--- config.mk ---
export PLATFORM = sky130hd
export DESIGN_NAME = safe_position_monitor
export DESIGN_NICKNAME = d
export VERILOG_FILES = /design/src/logic/safe_mon_pkg.sv /design/src/logic/safe_position_monitor.sv
export SDC_FILE = /design/constraint.sdc
export NUM_CORES = 1
export LEC_CHECK = 0
export ABC_AREA = 0
export BUFFER_PORTS_ARGS = -buffer_cell sky130_fd_sc_hd__buf_2
export CAP_MARGIN = 20
export CORE_MARGIN = 2
export CORE_UTILIZATION = 35
export DETAILED_ROUTE_END_ITERATION = 10
export PLACE_DENSITY = 0.52
export SETUP_SLACK_MARGIN = 0.5
export SYNTH_ARGS = -nofsm -noshare
export SYNTH_HDL_FRONTEND = slang
export SYNTH_SLANG_ARGS = --single-unit
--- constraint.sdc ---
create_clock -name i_sys_clk -period 5.3 [get_ports i_sys_clk]
set_clock_uncertainty 0.15 [all_clocks]
set_input_delay 0.53 -clock i_sys_clk [delete_from_list [all_inputs] [get_ports i_sys_clk]]
set_output_delay 0.53 -clock i_sys_clk [all_outputs]
set_load 0.01 [all_outputs]
--- src/logic/safe_mon_pkg.sv ---
package safe_mon_pkg;

	localparam int POS1_W = 24;
	localparam int POS2_W = 16;
	localparam int CRC_W = 16;
	localparam int SUM_W = 8;
	localparam int ST2_W = 8;
	localparam int EV_W = 8;

	localparam logic [SUM_W-1:0] SUM_CRIT_MASK = 8'h07;
	localparam logic [SUM_W-1:0] SUM_CAP_MASK = 8'h08;
	localparam int TOG_BIT = 0;
	localparam logic [ST2_W-1:0] CH2_CRIT_DEF = 8'hFE;
	localparam logic [CRC_W-1:0] CRC_POLY_DEF = 16'h1021;
	localparam logic [CRC_W-1:0] CRC_INIT = 16'h0000;
	localparam logic [15:0] DEV_RESET = 16'h0002;
	localparam logic [1:0] CTRL_RESET = 2'h0;

	localparam int RESP_TIME_US = 216;
	localparam int CLK_PERIOD_NS = 10;
	localparam int RESP_CYC = (RESP_TIME_US * 1000) / CLK_PERIOD_NS;

	localparam logic [7:0] ADDR_CTRL = 8'h00;
	localparam logic [7:0] ADDR_DEV = 8'h04;
	localparam logic [7:0] ADDR_STAT = 8'h08;
	localparam logic [7:0] ADDR_CLR = 8'h0C;
	localparam logic [7:0] ADDR_EN = 8'h10;
	localparam logic [7:0] ADDR_POS = 8'h14;

	localparam int CTRL_EN = 0;
	localparam int CTRL_CAP = 1;

	localparam int EV_SUM = 0;
	localparam int EV_CH2 = 1;
	localparam int EV_STUCK = 2;
	localparam int EV_XCHK = 3;
	localparam int EV_CRC1 = 4;
	localparam int EV_CRC2 = 5;
	localparam int EV_TMO = 6;
	localparam int EV_WARN = 7;
	localparam logic [EV_W-1:0] SAFE_MASK = 8'h7F;

	typedef struct packed {
		logic [POS1_W-1:0] pos;
		logic [CRC_W-1:0] crc;
		logic [SUM_W-1:0] sum;
	} ch1_sample_t;

	typedef struct packed {
		logic [POS2_W-1:0] pos;
		logic [CRC_W-1:0] crc;
		logic [ST2_W-1:0] status;
	} ch2_sample_t;

	typedef enum logic {
		PH_ADDR = 1'b0,
		PH_DATA = 1'b1
	} bus_phase_t;

	// MSB-first CRC over the top n bits of d
	function automatic logic [CRC_W-1:0] crc_calc(
		input logic [POS1_W-1:0] d,
		input int n,
		input logic [CRC_W-1:0] poly);
		logic [CRC_W-1:0] c;
		logic fb;
		c = CRC_INIT;
		fb = 1'b0;
		for (int i = 0; i < POS1_W; i++) begin
			if (i < n) begin
				fb = c[CRC_W-1] ^ d[POS1_W-1-i];
				c = {c[CRC_W-2:0], 1'b0} ^ (fb ? poly : CRC_INIT);
			end
		end
		return c;
	endfunction

endpackage

--- src/logic/safe_position_monitor.sv ---
`timescale 1ns/1ps
module safe_position_monitor
	import safe_mon_pkg::*;
#(
	parameter int RESP_CYCLES = RESP_CYC,
	parameter logic [ST2_W-1:0] CH2_CRIT_MASK = CH2_CRIT_DEF,
	parameter logic [CRC_W-1:0] CRC_POLY = CRC_POLY_DEF
) (
	input wire logic i_sys_clk,
	input wire logic i_rst,
	input wire logic i_hsel,
	input wire logic [31:0] i_haddr,
	input wire logic [1:0] i_htrans,
	input wire logic i_hwrite,
	input wire logic [2:0] i_hsize,
	input wire logic [31:0] i_hwdata,
	input wire logic i_hready,
	output logic o_hreadyout,
	output logic o_hresp,
	output logic [31:0] o_hrdata,
	input wire logic i_ch1_valid,
	input wire ch1_sample_t i_ch1,
	input wire logic i_ch2_valid,
	input wire ch2_sample_t i_ch2,
	output logic o_safe_state,
	output logic o_irq
);

	generate
		if (RESP_CYCLES < 2 || RESP_CYCLES > 16777215) begin : g_bad_resp
			$error("RESP_CYCLES out of range");
		end
		if (POS2_W > POS1_W) begin : g_bad_width
			$error("channel two wider than channel one");
		end
	endgenerate

	// ------------------------------------------------------------
	// Bus slave
	// ------------------------------------------------------------
	bus_phase_t phase_reg, phase_next;
	logic [7:0] addr_reg, addr_next;
	logic write_reg, write_next;
	logic hready_reg, hready_next;
	logic [31:0] rdata_reg, rdata_next;
	logic hresp_reg;
	logic [1:0] ctrl_reg, ctrl_next;
	logic [15:0] dev_reg, dev_next;
	logic [EV_W-1:0] en_reg, en_next;
	logic [EV_W-1:0] clr;
	logic [EV_W-1:0] status_reg;
	logic [15:0] last1_reg;
	logic [15:0] last2_reg;

	// Every transfer gets one wait state so read data leaves a flop
	always_comb begin
		phase_next = phase_reg;
		addr_next = addr_reg;
		write_next = write_reg;
		hready_next = hready_reg;
		rdata_next = rdata_reg;
		ctrl_next = ctrl_reg;
		dev_next = dev_reg;
		en_next = en_reg;
		clr = '0;
		unique case (phase_reg)
			PH_ADDR: begin
				if (i_hsel && i_htrans[1] && i_hready) begin
					phase_next = PH_DATA;
					addr_next = i_haddr[7:0];
					write_next = i_hwrite;
					hready_next = 1'b0;
				end
			end
			PH_DATA: begin
				phase_next = PH_ADDR;
				hready_next = 1'b1;
				rdata_next = 32'h00000000;
				if (write_reg) begin
					unique case (addr_reg)
						ADDR_CTRL: ctrl_next = i_hwdata[1:0];
						ADDR_DEV: dev_next = i_hwdata[15:0];
						ADDR_CLR: clr = i_hwdata[EV_W-1:0];
						ADDR_EN: en_next = i_hwdata[EV_W-1:0];
						default: ;
					endcase
				end else begin
					unique case (addr_reg)
						ADDR_CTRL: rdata_next = {30'h0, ctrl_reg};
						ADDR_DEV: rdata_next = {16'h0, dev_reg};
						ADDR_STAT: rdata_next = {24'h0, status_reg};
						ADDR_EN: rdata_next = {24'h0, en_reg};
						ADDR_POS: rdata_next = {last1_reg, last2_reg};
						default: rdata_next = 32'h00000000;
					endcase
				end
			end
		endcase
	end

	always_ff @(posedge i_sys_clk) begin
		if (i_rst) begin
			phase_reg <= PH_ADDR;
			addr_reg <= 8'h00;
			write_reg <= 1'b0;
			hready_reg <= 1'b1;
			rdata_reg <= 32'h00000000;
			hresp_reg <= 1'b0;
			ctrl_reg <= CTRL_RESET;
			dev_reg <= DEV_RESET;
			en_reg <= 8'h00;
		end else begin
			phase_reg <= phase_next;
			addr_reg <= addr_next;
			write_reg <= write_next;
			hready_reg <= hready_next;
			rdata_reg <= rdata_next;
			hresp_reg <= 1'b0;
			ctrl_reg <= ctrl_next;
			dev_reg <= dev_next;
			en_reg <= en_next;
		end
	end

	assign o_hreadyout = hready_reg;
	assign o_hresp = hresp_reg;
	assign o_hrdata = rdata_reg;

	// ------------------------------------------------------------
	// Safe channel checks
	// ------------------------------------------------------------
	ch1_sample_t s1_reg, s1_next;
	ch2_sample_t s2_reg, s2_next;
	logic have1_reg, have1_next;
	logic have2_reg, have2_next;
	logic tog_prev_reg, tog_prev_next;
	logic tog_ok_reg, tog_ok_next;
	logic [23:0] tmr_reg, tmr_next;
	logic [EV_W-1:0] status_next;
	logic [15:0] last1_next, last2_next;
	logic safe_reg, safe_next;
	logic irq_reg, irq_next;
	logic [EV_W-1:0] ev;
	logic [SUM_W-1:0] crit1;
	logic [POS2_W-1:0] p1_top, p2_true, diff, mag;
	logic pair;

	always_comb begin
		ev = '0;
		s1_next = s1_reg;
		s2_next = s2_reg;
		have1_next = have1_reg;
		have2_next = have2_reg;
		tog_prev_next = tog_prev_reg;
		tog_ok_next = tog_ok_reg;
		last1_next = last1_reg;
		last2_next = last2_reg;
		pair = have1_reg && have2_reg;
		p1_top = s1_reg.pos[POS1_W-1 -: POS2_W];
		p2_true = ~s2_reg.pos;
		diff = p1_top - p2_true;
		// Modulo difference handles wrap at the turn boundary
		mag = diff[POS2_W-1] ? POS2_W'(-diff) : diff;
		crit1 = SUM_CRIT_MASK;
		if (ctrl_reg[CTRL_CAP]) begin
			crit1 = SUM_CRIT_MASK | SUM_CAP_MASK;
		end
		if (pair) begin
			have1_next = 1'b0;
			have2_next = 1'b0;
			last1_next = p1_top;
			last2_next = p2_true;
			if (mag > dev_reg) begin
				ev[EV_XCHK] = 1'b1;
			end
		end
		if (i_ch1_valid) begin
			s1_next = i_ch1;
			have1_next = 1'b1;
			if (|(i_ch1.sum & crit1)) begin
				ev[EV_SUM] = 1'b1;
			end
			// Nonzero outside the critical set is only a warning
			if (|(i_ch1.sum & ~crit1)) begin
				ev[EV_WARN] = 1'b1;
			end
			if (crc_calc(i_ch1.pos, POS1_W, CRC_POLY) != i_ch1.crc) begin
				ev[EV_CRC1] = 1'b1;
			end
		end
		if (i_ch2_valid) begin
			s2_next = i_ch2;
			have2_next = 1'b1;
			if (|(i_ch2.status & CH2_CRIT_MASK)) begin
				ev[EV_CH2] = 1'b1;
			end
			if (tog_ok_reg && i_ch2.status[TOG_BIT] == tog_prev_reg) begin
				ev[EV_STUCK] = 1'b1;
			end
			tog_prev_next = i_ch2.status[TOG_BIT];
			tog_ok_next = 1'b1;
			// Checksum covers the value as transmitted, still inverted
			if (crc_calc({i_ch2.pos, {(POS1_W-POS2_W){1'b0}}}, POS2_W,
				CRC_POLY) != i_ch2.crc) begin
				ev[EV_CRC2] = 1'b1;
			end
		end
		// A pair must complete within the delivery window
		tmr_next = tmr_reg + 24'h000001;
		if (!ctrl_reg[CTRL_EN] || pair) begin
			tmr_next = 24'h000000;
		end else if (tmr_reg == 24'(RESP_CYCLES - 1)) begin
			ev[EV_TMO] = 1'b1;
			tmr_next = 24'h000000;
		end
		// New events win over a clear in the same cycle
		status_next = (status_reg & ~clr) | ev;
		safe_next = |(status_next & SAFE_MASK);
		irq_next = |(status_next & en_reg);
	end

	always_ff @(posedge i_sys_clk) begin
		if (i_rst) begin
			s1_reg <= '0;
			s2_reg <= '0;
			have1_reg <= 1'b0;
			have2_reg <= 1'b0;
			tog_prev_reg <= 1'b0;
			tog_ok_reg <= 1'b0;
			tmr_reg <= 24'h000000;
			status_reg <= 8'h00;
			last1_reg <= 16'h0000;
			last2_reg <= 16'h0000;
			safe_reg <= 1'b0;
			irq_reg <= 1'b0;
		end else begin
			s1_reg <= s1_next;
			s2_reg <= s2_next;
			have1_reg <= have1_next;
			have2_reg <= have2_next;
			tog_prev_reg <= tog_prev_next;
			tog_ok_reg <= tog_ok_next;
			tmr_reg <= tmr_next;
			status_reg <= status_next;
			last1_reg <= last1_next;
			last2_reg <= last2_next;
			safe_reg <= safe_next;
			irq_reg <= irq_next;
		end
	end

	assign o_safe_state = safe_reg;
	assign o_irq = irq_reg;

	// ------------------------------------------------------------
	// Assertions
	// ------------------------------------------------------------
	// A clear may follow at once, so safe state is checked with the flag
	AST_SUM_CRIT: assert property (
		@(posedge i_sys_clk) disable iff (i_rst)
		i_ch1_valid && |i_ch1.sum[2:0] |=> status_reg[EV_SUM] && o_safe_state)
		else $error("critical summary not flagged");
	AST_SUM_CAP: assert property (
		@(posedge i_sys_clk) disable iff (i_rst)
		i_ch1_valid && ctrl_reg[CTRL_CAP] && i_ch1.sum[3] |=> status_reg[EV_SUM])
		else $error("capacitive summary bit not flagged");
	AST_WARN: assert property (
		@(posedge i_sys_clk) disable iff (i_rst)
		i_ch1_valid && |i_ch1.sum[7:4] |=> status_reg[EV_WARN])
		else $error("summary warning not flagged");
	AST_CH2_STAT: assert property (
		@(posedge i_sys_clk) disable iff (i_rst)
		i_ch2_valid && |(i_ch2.status & CH2_CRIT_MASK) |=> status_reg[EV_CH2])
		else $error("channel two status not flagged");
	// Samples may be far apart, so compare with the stored toggle value
	AST_STUCK: assert property (
		@(posedge i_sys_clk) disable iff (i_rst)
		i_ch2_valid && tog_ok_reg && i_ch2.status[TOG_BIT] == tog_prev_reg
		|=> status_reg[EV_STUCK])
		else $error("stuck toggle not flagged");
	AST_XCHK: assert property (
		@(posedge i_sys_clk) disable iff (i_rst)
		pair && mag > dev_reg
		|=> status_reg[EV_XCHK] && last1_reg == $past(p1_top))
		else $error("cross-check error not flagged");
	AST_XCHK_OK: assert property (
		@(posedge i_sys_clk) disable iff (i_rst)
		pair && mag <= dev_reg && !status_reg[EV_XCHK] && clr == '0
		|=> !status_reg[EV_XCHK])
		else $error("spurious cross-check error");
	AST_CRC1: assert property (
		@(posedge i_sys_clk) disable iff (i_rst)
		i_ch1_valid && crc_calc(i_ch1.pos, POS1_W, CRC_POLY) != i_ch1.crc
		|=> status_reg[EV_CRC1] && o_safe_state)
		else $error("channel one checksum error missed");
	AST_CRC2: assert property (
		@(posedge i_sys_clk) disable iff (i_rst)
		i_ch2_valid && crc_calc({i_ch2.pos, {(POS1_W-POS2_W){1'b0}}}, POS2_W,
		CRC_POLY) != i_ch2.crc |=> status_reg[EV_CRC2] && o_safe_state)
		else $error("channel two checksum error missed");
	AST_SAFE: assert property (
		@(posedge i_sys_clk) disable iff (i_rst)
		o_safe_state == |(status_reg & SAFE_MASK))
		else $error("safe state disagrees with status");
	AST_TMO: assert property (
		@(posedge i_sys_clk) disable iff (i_rst)
		ctrl_reg[CTRL_EN] && !pair && tmr_reg == 24'(RESP_CYCLES - 1)
		|=> status_reg[EV_TMO] && tmr_reg == 24'h000000)
		else $error("delivery timeout missed");

endmodule // safe_position_monitor

==> impl_metrics.py, run 1 <==
metrics = {
    "clocking": {
        "cts_buffers": 17,
        "clkLatencyLatePin_ps": 430,
        "cts_root_buf": "clkbuf_16",
        "path_clk_slew_ps": 70,
        "htreeDepth": 4,
        "cts_buffer_depth": 2,
        "ctsHoldBuffers": 0,
        "cts_sinks": 171,
        "cts_tree": "yes",
    },
    "timing": {
        "slew_violations": 0,
        "slew_headroom_pct": 35.4,
        "period_share_pct": 84.2,
        "rsz0062_at_grt": "no",
        "max_freq_ghz": 0.224,
        "finalSetupViolCount": 0,
        "tns_ps": 0,
        "hold_violations": 0,
        "fin_crit_ps": 4460,
        "worstMarginPinSlew_ps": 961,
        "holdWs_ps": 185,
    },
    "hold_path": {
        "hold_class": "in2reg",
        "min-delay-start": "i_haddr[1]",
    },
    "layout": {
        "drive_above_1_share_pct": 18.2,
        "regArea_mm2": 0.00342,
        "syn_to_final_growth_pct": 17.4,
        "diodes": 0,
        "fillers": 2727,
        "largest_register_ffs": 32,
        "multi_input_area_mm2": 0.00585,
        "final_net_count": 1409,
        "stdcell_count": 1563,
    },
    "yosys": {
        "syn_avg_cell_area_um2": 8.82,
        "synth_seq_cells": 171,
        "synthTopCellsByArea": "dfxtp_1 (36%), xnor2_1 (6.8%), mux2i_1 (6.3%)",
        "ys_types": 83,
        "synth_area_mm2": 0.00958,
        "seq_area_frac_synth_pct": 35.7,
        "yosysMostFrequentCell": "dfxtp_1",
        "syn_nets": 1284,
        "ys.flop_type": "dfxtp_1",
        "synth_edf_count": 0,
        "netlist_instances": 1086,
        "yosys-top-cells-count": "dfxtp_1 (171), nor2_1 (132), nand2_1 (126), a21oi_1 (87), xnor2_1 (74)",
        "ys_warn_count": 0,
        "synth_top_area_cell": "dfxtp_1",
        "synth_top_area_share_pct": 35.7,
        "async_reset_ff_share_pct": 0,
    },
    "global_route": {
        "track_usage_pct": 17.9,
        "grt_max_degree": 66,
        "grt_pass1_wl_mm": 40.2,
        "grt_pass1_vias": 7504,
        "grt_overflow": 0,
        "antenna_found_initial": 0,
    },
    "detailed_routing": {
        "routed_wirelength_mm": 25.5,
        "vias": 7918,
        "drt-pass1-iter-count": 5,
        "ant_nets": 0,
        "drc_errors": 0,
        "wl_per_cell_um": 16.3,
        "drtIter0Drc": 544,
        "avgViaCountPerCell": 5.07,
    },
    "placement": {
        "dp_hpwl_mm": 19.5,
        "placed_cells": 1529,
        "place.gp.congestion": 0.846,
        "io_buffers": 154,
    },
    "worst_setup_path": {
        "critPathMaxFanout": 15,
        "worstPathBufferInverterCount": 1,
        "startpoint": "s2_reg[27]",
        "path_common_cell": "a21o_1",
        "cpMaxStageDelayCell": "o41a_1",
        "worstPathArrival_ps": 4640,
        "cp_top_family": "compound AO/OA/AOI/OAI gates",
        "r2r-start": "s2_reg[27]",
        "max_stage_delay_ps": 450,
        "crit_required_ps": 5480,
        "end_kind": "flop",
        "start_kind": "flop",
        "cp_cell_sequence": "ha_1 -> a21o_1 -> a21oi_2 -> nand4_1 -> a21oi_1 -> a21oi_1 -> o211ai_1 -> buf_4 -> a31oi_1 -> xor2_1 -> ha_1 -> a21o_1 -> a21o_1 -> a21oi_1 -> nor2_1 -> o41a_1 -> a22oi_1 -> a31oi_1 -> a21o_1",
        "worstSetupPathType": "reg2reg",
    },
    "floorplanning": {
        "coreArea_mm2": 0.0269,
        "die_area_mm2": 0.0287,
        "dieWidth_um": 169,
        "die_y_um": 169,
        "rows": 60,
        "initial_core_util_pct": 35.6,
        "ioPinCount": 200,
    },
    "power_and_ir_drop": {
        "power.leakage_nw": 4.72,
        "power_density_mw_per_mm2": 293,
        "ir_drop_mv": 0.227,
        "total_power_mw": 3.29,
    },
    "run_status": {
        "outcome": "finished, final reports clean",
    },
    "run": {
        "maxCapViolCount": 0,
    },
}
==> worst register-to-register path, stage by stage, from the launching register on <==
cell and delay [ps]:
dfxtp_1 330, ha_1 370, a21o_1 210, a21oi_2 240, nand4_1 210, a21oi_1 230, a21oi_1 130, o211ai_1 190
buf_4 230, a31oi_1 80, xor2_1 170, ha_1 310, a21o_1 180, a21o_1 160, a21oi_1 200, nor2_1 60
o41a_1 450, a22oi_1 170, a31oi_1 110, a21o_1 180
==> placed cells by master (no fill, tap or decap), types with 6 or more instances in the layout <==
master	synthesis	final
xnor3_1	17	17
nor3_1	11	11
nor4_1	6	6
buf_2	5	153
a22o_1	23	23
o21ai_1	12	11
nand2_1	126	126
nor2_1	132	131
a21o_1	8	8
clkbuf_16	0	17
xor2_1	38	38
a222oi_1	8	8
nand3_1	21	21
nand4_1	11	11
or3_1	15	15
mux2i_1	60	60
xnor2_1	74	74
dfxtp_1	171	171
inv_1	31	31
a31oi_1	6	6
buf_4	1	10
ha_1	33	33
nor2b_1	11	10
o21ai_0	15	15
and3_1	12	12
a21oi_1	87	85
==> stage by stage <==
stage	utilization, %	worst slack [ps]	cell area [um2]
after floorplan	-	1120	9580
after global placement	39.4	614	10600
after detailed placement	39.4	507	10600
after CTS	41.6	510	11200
after global routing	41.8	507	11200
final	41.8	839	11200
==> cell type report <==
class | count | area share (%)
inverters | 31 | 1.03
well taps | 341 | 3.79
clock inverters | 11 | 1.19
repair buffers | 163 | 7.48
flip-flops and latches | 171 | 30.4
clock buffers | 19 | 4.03
multi-input cells | 827 | 52.0
==> cells by family after synthesis <==
family          synth area share, %
flops                          35.7
fa+ha+maj                      4.52
xor+xnor                       16.2
simple gates                   19.0
buf+inv                        3.65
compound gates                 14.1
other cells                  0.0392
mux                            6.74
==> power breakdown <==
group          total, mW  leakage, nW  switching [mW]  internal [mW]
Sequential          1.35         1.39          0.0345           1.32
Clock               1.26        0.281           0.534          0.723
Combinational      0.684         3.05           0.347          0.338
==> repair_timing <==
| action | in CTS | in global routing |
|---|---|---|
| resized for setup | 1 | 8 |
| buffers inserted | 0 | 4 |
| pin swaps | 0 | 7 |
| setup endpoints to repair | 1 | 3 |
==> layer usage <==
layer,wire length (um),vias to the layer above,GRT usage (%),share of wire [%]
met5,0,-,0,0
met4,365,0,4.72,1.4
met3,1070,20,3.29,4.2
met2,11200,161,27.3,44
met1,12900,3673,26.0,51
li1,-,4064,-,-
==> worst paths after layout <==
kind | endpoint | slack (ps) | cells after the start
worst max-delay path | o_irq | 840 | 19
worst max register to register | o_irq | 840 | 19
worst min-delay path | addr_reg[1] | 180 | 3
worst min register to register | o_hrdata[10] | 300 | 2
No activity file was read; power rests on OpenSTA's default activity.
==> run 2: changes to the inputs <==
- ABC_AREA: 0 -> 1
- PLACE_DENSITY: 0.52 -> 0.54
- clock period: 5.3 -> 3.65 ns (I/O delays scaled with it)
==> run 2 against run 1 <==
  * The run now ends with negative setup slack left
  * Core utilization grew 3.0 points
  * Final cell count grew 35%
  * Synthesized area grew 3.7%
  * Hold slack lost 170 ps
  * Final area grew 11%
  * Largest cell class unchanged
==> impl_metrics.py, run 2 <==
metrics = {
    "run_status": {
        "outcome": "finished, violations left",
        "violations": "negative setup slack",
    },
    "placement": {
        "place.gp.congestion": 0.871,
        "placed_cells": 2062,
        "io_buffers": 154,
        "dp_hpwl_mm": 23.7,
    },
    "worst_setup_path": {
        "crit_required_ps": 3830,
        "cpMaxStageDelayCell": "fa_2",
        "critPathMaxFanout": 3,
        "start_kind": "flop",
        "end_kind": "flop",
        "path_common_cell": "nand2_1",
        "worstSetupPathType": "reg2reg",
        "worstPathArrival_ps": 4190,
        "max_stage_delay_ps": 340,
    },
    "yosys": {
        "synth_edf_count": 0,
        "synthTopCellsByArea": "dfxtp_1 (34%), nand2_1 (12%), inv_1 (8.8%)",
        "yosysMostFrequentCell": "nand2_1",
        "seq_area_frac_synth_pct": 34.5,
        "syn_nets": 1681,
        "synth_top_area_cell": "dfxtp_1",
        "ys_warn_count": 0,
        "synth_area_mm2": 0.00994,
        "netlist_instances": 1483,
        "synth_top_area_share_pct": 34.5,
        "async_reset_ff_share_pct": 0,
        "yosys-top-cells-count": "nand2_1 (327), inv_1 (233), dfxtp_1 (171), o21ai_0 (138), a21oi_1 (135)",
        "synth_seq_cells": 171,
        "syn_avg_cell_area_um2": 6.70,
        "ys_types": 45,
        "ys.flop_type": "dfxtp_1",
    },
    "clocking": {
        "cts_tree": "yes",
        "cts_sinks": 171,
        "cts_buffer_depth": 2,
        "cts_buffers": 17,
        "cts_root_buf": "clkbuf_16",
        "clkLatencyLatePin_ps": 430,
        "htreeDepth": 4,
        "path_clk_slew_ps": 70,
    },
    "timing": {
        "max_freq_ghz": 0.249,
        "fin_ws_ps": -360,
        "worstMarginPinSlew_ps": 851,
        "rsz0062_at_grt": "yes",
        "slew_violations": 0,
        "period_share_pct": 110,
        "fin_crit_ps": 4010,
        "hold_violations": 0,
        "finalSetupViolCount": 3,
        "slew_headroom_pct": 43.2,
    },
    "layout": {
        "syn_to_final_growth_pct": 25.7,
        "final_common_cell": "nand2_1",
        "drive_above_1_share_pct": 21.3,
        "final_net_count": 1910,
        "layout_common_cells": "nand2_1 (318), inv_1 (227), dfxtp_1 (169)",
        "largest_register_ffs": 32,
        "diodes": 0,
        "stdcell_count": 2103,
        "final_core_util_pct": 44.8,
    },
    "detailed_routing": {
        "vias": 9966,
        "met3_wirelength_mm": 1.32,
        "highest_layer": "met4",
        "dr_wl_met2_mm": 13.0,
        "drt-pass1-iter-count": 8,
        "ant_nets": 0,
        "wl_per_cell_um": 14.1,
        "wirelength_met1_mm": 15.0,
        "drc_errors": 0,
        "avgViaCountPerCell": 4.74,
        "routed_wirelength_mm": 29.6,
        "drtIter0Drc": 647,
    },
    "global_route": {
        "grt_overflow": 0,
        "grt_max_degree": 45,
        "grt_pass1_wl_mm": 46.8,
        "track_usage_pct": 20.1,
        "antenna_found_initial": 0,
        "grt_pass1_vias": 9181,
    },
    "run": {
        "maxCapViolCount": 0,
    },
    "power_and_ir_drop": {
        "total_power_mw": 5.05,
        "power_density_mw_per_mm2": 405,
        "ir_drop_mv": 0.302,
        "power.leakage_nw": 6.07,
    },
    "floorplanning": {
        "ioPinCount": 200,
        "rows": 61,
        "dieWidth_um": 172,
        "die_area_mm2": 0.0298,
        "initial_core_util_pct": 35.7,
        "die_y_um": 172,
        "coreArea_mm2": 0.0279,
    },
    "hold_path": {
        "hold_class": "in2reg",
    },
}
run 2: cell count changes after synthesis, moves of 15 or more:
cell and delta:
o31ai_1 +15, nand2_2 +25, o21ai_0 +123, xnor2_1 -60, nor2_1 -39, nand3_1 +65, xnor3_1 -17, inv_1 +202
o22ai_1 +15, a21oi_1 +48, mux2i_1 -60, or3_1 -15, a22o_1 -23, nand2_1 +201
run 2: logic make-up (layout without fill, tap and decap cells):
family          after synthesis  count (layout)  synth area share [%]
fa+ha+maj                    34              34                  4.36
buf+inv                     281             523                  10.7
compound gates              337             337                  18.6
xor+xnor                     59              59                  5.35
flops                       171             171                  34.5
simple gates                600             600                  26.5
other cells                   1               1                0.0377
run 2: final cells by class:
class	instances	area, um2
fill	2981	15400
multi-input combinational	1031	5580
sequential	171	3430
timing repair buffer	251	1510
inverter	240	905
clock buffer	21	480
tap	378	473
clock inverter	11	108
run 2: worst paths after layout:
| check | startpoint | to | slack, ps | cells after the start |
|---|---|---|---|---|
| worst max register to register | p1_top[0] | o_safe_state | -360 | 28 |
| worst min-delay path | i_haddr[4] | addr_reg[4] | 10 | 3 |
| worst min register to register | tmr_reg[0] | tmr_reg[0] | 290 | 1 |
| worst max-delay path | p1_top[0] | o_safe_state | -360 | 28 |
run 2: what timing repair did:
action | in CTS | in global routing
gates cloned | 0 | 0
hold endpoints to repair | 3 | 0
hold buffers | 3 | 0
setup buffers | 2 | 4
resized for setup | 6 | 17
endpoints found under the setup margin | 3 | 3
pin swaps | 3 | 14
run 2: report_power, final:
part	switching, mW	internal [mW]	total (mW)
Clock	0.777	1.02	1.80
Combinational	0.756	0.529	1.29
Sequential	0.0408	1.93	1.97
Total	1.57	3.48	5.05
run 2: worst max-delay path: cells and delay by family (launching register included):
family	cells	cell delay (ps)
compound gates	6	710
xor+xnor	2	270
fa+ha+maj	3	790
buf+inv	3	280
flops	1	330
simple gates	14	1360
run 2: stage by stage:
stage	TNS, ps	hold slack, ps	setup slack (ps)	instance area (um2)
detailed placement	-1470	288	-583	11700
global placement	-1040	281	-456	11700
floorplan	-190	268	-104	9980
global route	-1920	30.3	-710	12500
CTS	-1020	0.813	-395	12400
finish	-907	13.7	-360	12500
run 2: layer usage:
metal / vias up / track usage [%]
li1: 5299 / -
met1: 4407 / 28.2
met2: 239 / 32.7
met3: 21 / 2.98
met4: 0 / 4.42
met5: - / 0
==> run 3: changes to the inputs <==
- BUFFER_PORTS_ARGS: -buffer_cell sky130_fd_sc_hd__buf_2 -> unset
- DONT_BUFFER_PORTS: unset -> 1
- PLACE_DENSITY: 0.54 -> 0.48
==> run 3 against run 2 <==
  * The run still ends with negative setup slack left
  * Non-clock buffer count shrank 96
  * Clock power increased by 12%
  * Total power grew 3.9%
  * Final cell count down 4.6%
  * Fmax shrank 0.15%
  * Die area unchanged
  * Highest routed layer unchanged
==> impl_metrics.py, run 3 (synthesis gave the netlist of run 2 again) <==
metrics = {
    "floorplanning": {
        "initial_core_util_pct": 35.7,
        "coreArea_mm2": 0.0279,
        "rows": 61,
        "die_area_mm2": 0.0298,
        "dieWidth_um": 172,
        "ioPinCount": 200,
        "die_y_um": 172,
    },
    "worst_setup_path": {
        "max_stage_delay_ps": 330,
        "path_common_cell": "nand2_1",
        "r2r_setup_slack_ps": -370,
        "worstPathArrival_ps": 4200,
        "cp_top_family": "simple AND/OR/NAND/NOR gates",
        "worstSetupPathType": "reg2reg",
        "start_kind": "flop",
        "critPathMaxFanout": 3,
        "end_kind": "flop",
        "cpMaxStageDelayCell": "dfxtp_2",
        "crit_required_ps": 3840,
        "worstPathBufferInverterCount": 4,
    },
    "detailed_routing": {
        "dr_wl_met2_mm": 13.6,
        "met3_wirelength_mm": 1.79,
        "vias": 9608,
        "avgViaCountPerCell": 4.79,
        "routed_wirelength_mm": 30.9,
        "wl_per_cell_um": 15.4,
        "drt-pass1-iter-count": 5,
        "drtIter0Drc": 539,
        "highest_layer": "met4",
        "drc_errors": 0,
        "ant_nets": 0,
        "wirelength_met1_mm": 15.1,
    },
    "clocking": {
        "cts_buffer_depth": 2,
        "clkLatencyLatePin_ps": 440,
        "cts_root_buf": "clkbuf_16",
        "cts_buffers": 17,
        "htreeDepth": 4,
        "cts_sinks": 171,
        "path_clk_slew_ps": 70,
        "cts_tree": "yes",
    },
    "run_status": {
        "outcome": "finished, violations left",
        "violations": "negative setup slack",
    },
    "timing": {
        "hold_violations": 0,
        "tns_ps": -834,
        "fin_crit_ps": 4020,
        "holdWs_ps": 12.1,
        "fin_ws_ps": -366,
        "max_freq_ghz": 0.249,
        "finalSetupViolCount": 3,
        "period_share_pct": 110,
        "slew_violations": 0,
        "worstMarginPinSlew_ps": 950,
        "rsz0062_at_grt": "yes",
        "slew_headroom_pct": 36.5,
    },
    "placement": {
        "placed_cells": 1910,
        "dp_slack_ps": -549,
        "dp_hpwl_mm": 23.6,
        "place_area_mm2": 0.0110,
        "io_buffers": 0,
        "place.gp.congestion": 0.834,
    },
    "layout": {
        "drive_above_1_share_pct": 13.1,
        "final_core_util_pct": 44.3,
        "final_area_mm2": 0.0123,
        "stdcell_count": 2007,
        "layout_common_cells": "nand2_1 (319), inv_1 (227), dfxtp_1 (169)",
        "final_common_cell": "nand2_1",
        "syn_to_final_growth_pct": 24.2,
        "diodes": 0,
        "final_net_count": 1814,
        "largest_register_ffs": 32,
    },
    "hold_path": {
        "hold_class": "in2reg",
    },
    "power_and_ir_drop": {
        "power_density_mw_per_mm2": 425,
        "total_power_mw": 5.25,
        "power.leakage_nw": 5.68,
        "ir_drop_mv": 0.337,
    },
    "global_route": {
        "grt_max_degree": 53,
        "antenna_found_initial": 0,
        "grt_overflow": 0,
        "grt_pass1_vias": 9215,
        "track_usage_pct": 21.0,
        "grt_pass1_wl_mm": 48.3,
    },
    "run": {
        "maxCapViolCount": 0,
    },
}
-- run 3: changes by cell type in the layout (fill, tap and decap cells not counted), sizes merged --
cell         delta
clkbuf          -2
bufinv          +3
inv             +4
clkinvlp        -1
clkinv          -4
buf           -150
dlygate4sd3    +54
-- run 3: area by class of cell --
class | instances | area [um2]
tap | 378 | 473
multi-input combinational | 1031 | 5570
timing repair buffer | 155 | 1320
fill | 2880 | 15500
inverter | 240 | 905
sequential | 171 | 3430
clock buffer | 19 | 453
clock inverter | 13 | 199
-- run 3: what timing repair did --
action | 4_1_cts | 5_1_grt
pin swaps | 5 | 13
hold buffers | 58 | 0
endpoints found under the setup margin | 3 | 3
endpoints found under the hold margin | 78 | 0
gates resized for setup | 6 | 12
buffers inserted | 3 | 4
-- run 3: layer usage --
layer / vias to the layer above / global-route usage [%]
met3: 27 / 3.91
met2: 233 / 33.8
met1: 4252 / 29.3
met5: - / 0
met4: 0 / 4.60
li1: 5096 / -
-- run 3: where the power goes --
group / total (mW) / internal (mW) / switching, mW
logic: 1.26 / 0.532 / 0.729
clock network: 2.02 / 1.20 / 0.821
registers: 1.96 / 1.93 / 0.0391
total: 5.25 / 3.66 / 1.59
-- run 3: path summary, 6_finish.rpt --
path	from	end	depth (start not counted)
worst max-delay path	p1_top[0]	o_irq	31
worst min-delay path	i_ch1_valid	p1_top[1]	2
worst max register to register	p1_top[0]	o_irq	31
worst min register to register	tmr_reg[0]	tmr_reg[0]	1
-- run 3: worst register-to-register path, delay by kind of cell, from the launching register on --
family	cells	cell delay [ps]
AOI/OAI and AO/OA	4	390
DFF	1	330
xor gates and xnor gates	1	230
and+or+nand+nor	19	1960
adders and majority gates	3	650
buffers and inverters	4	190
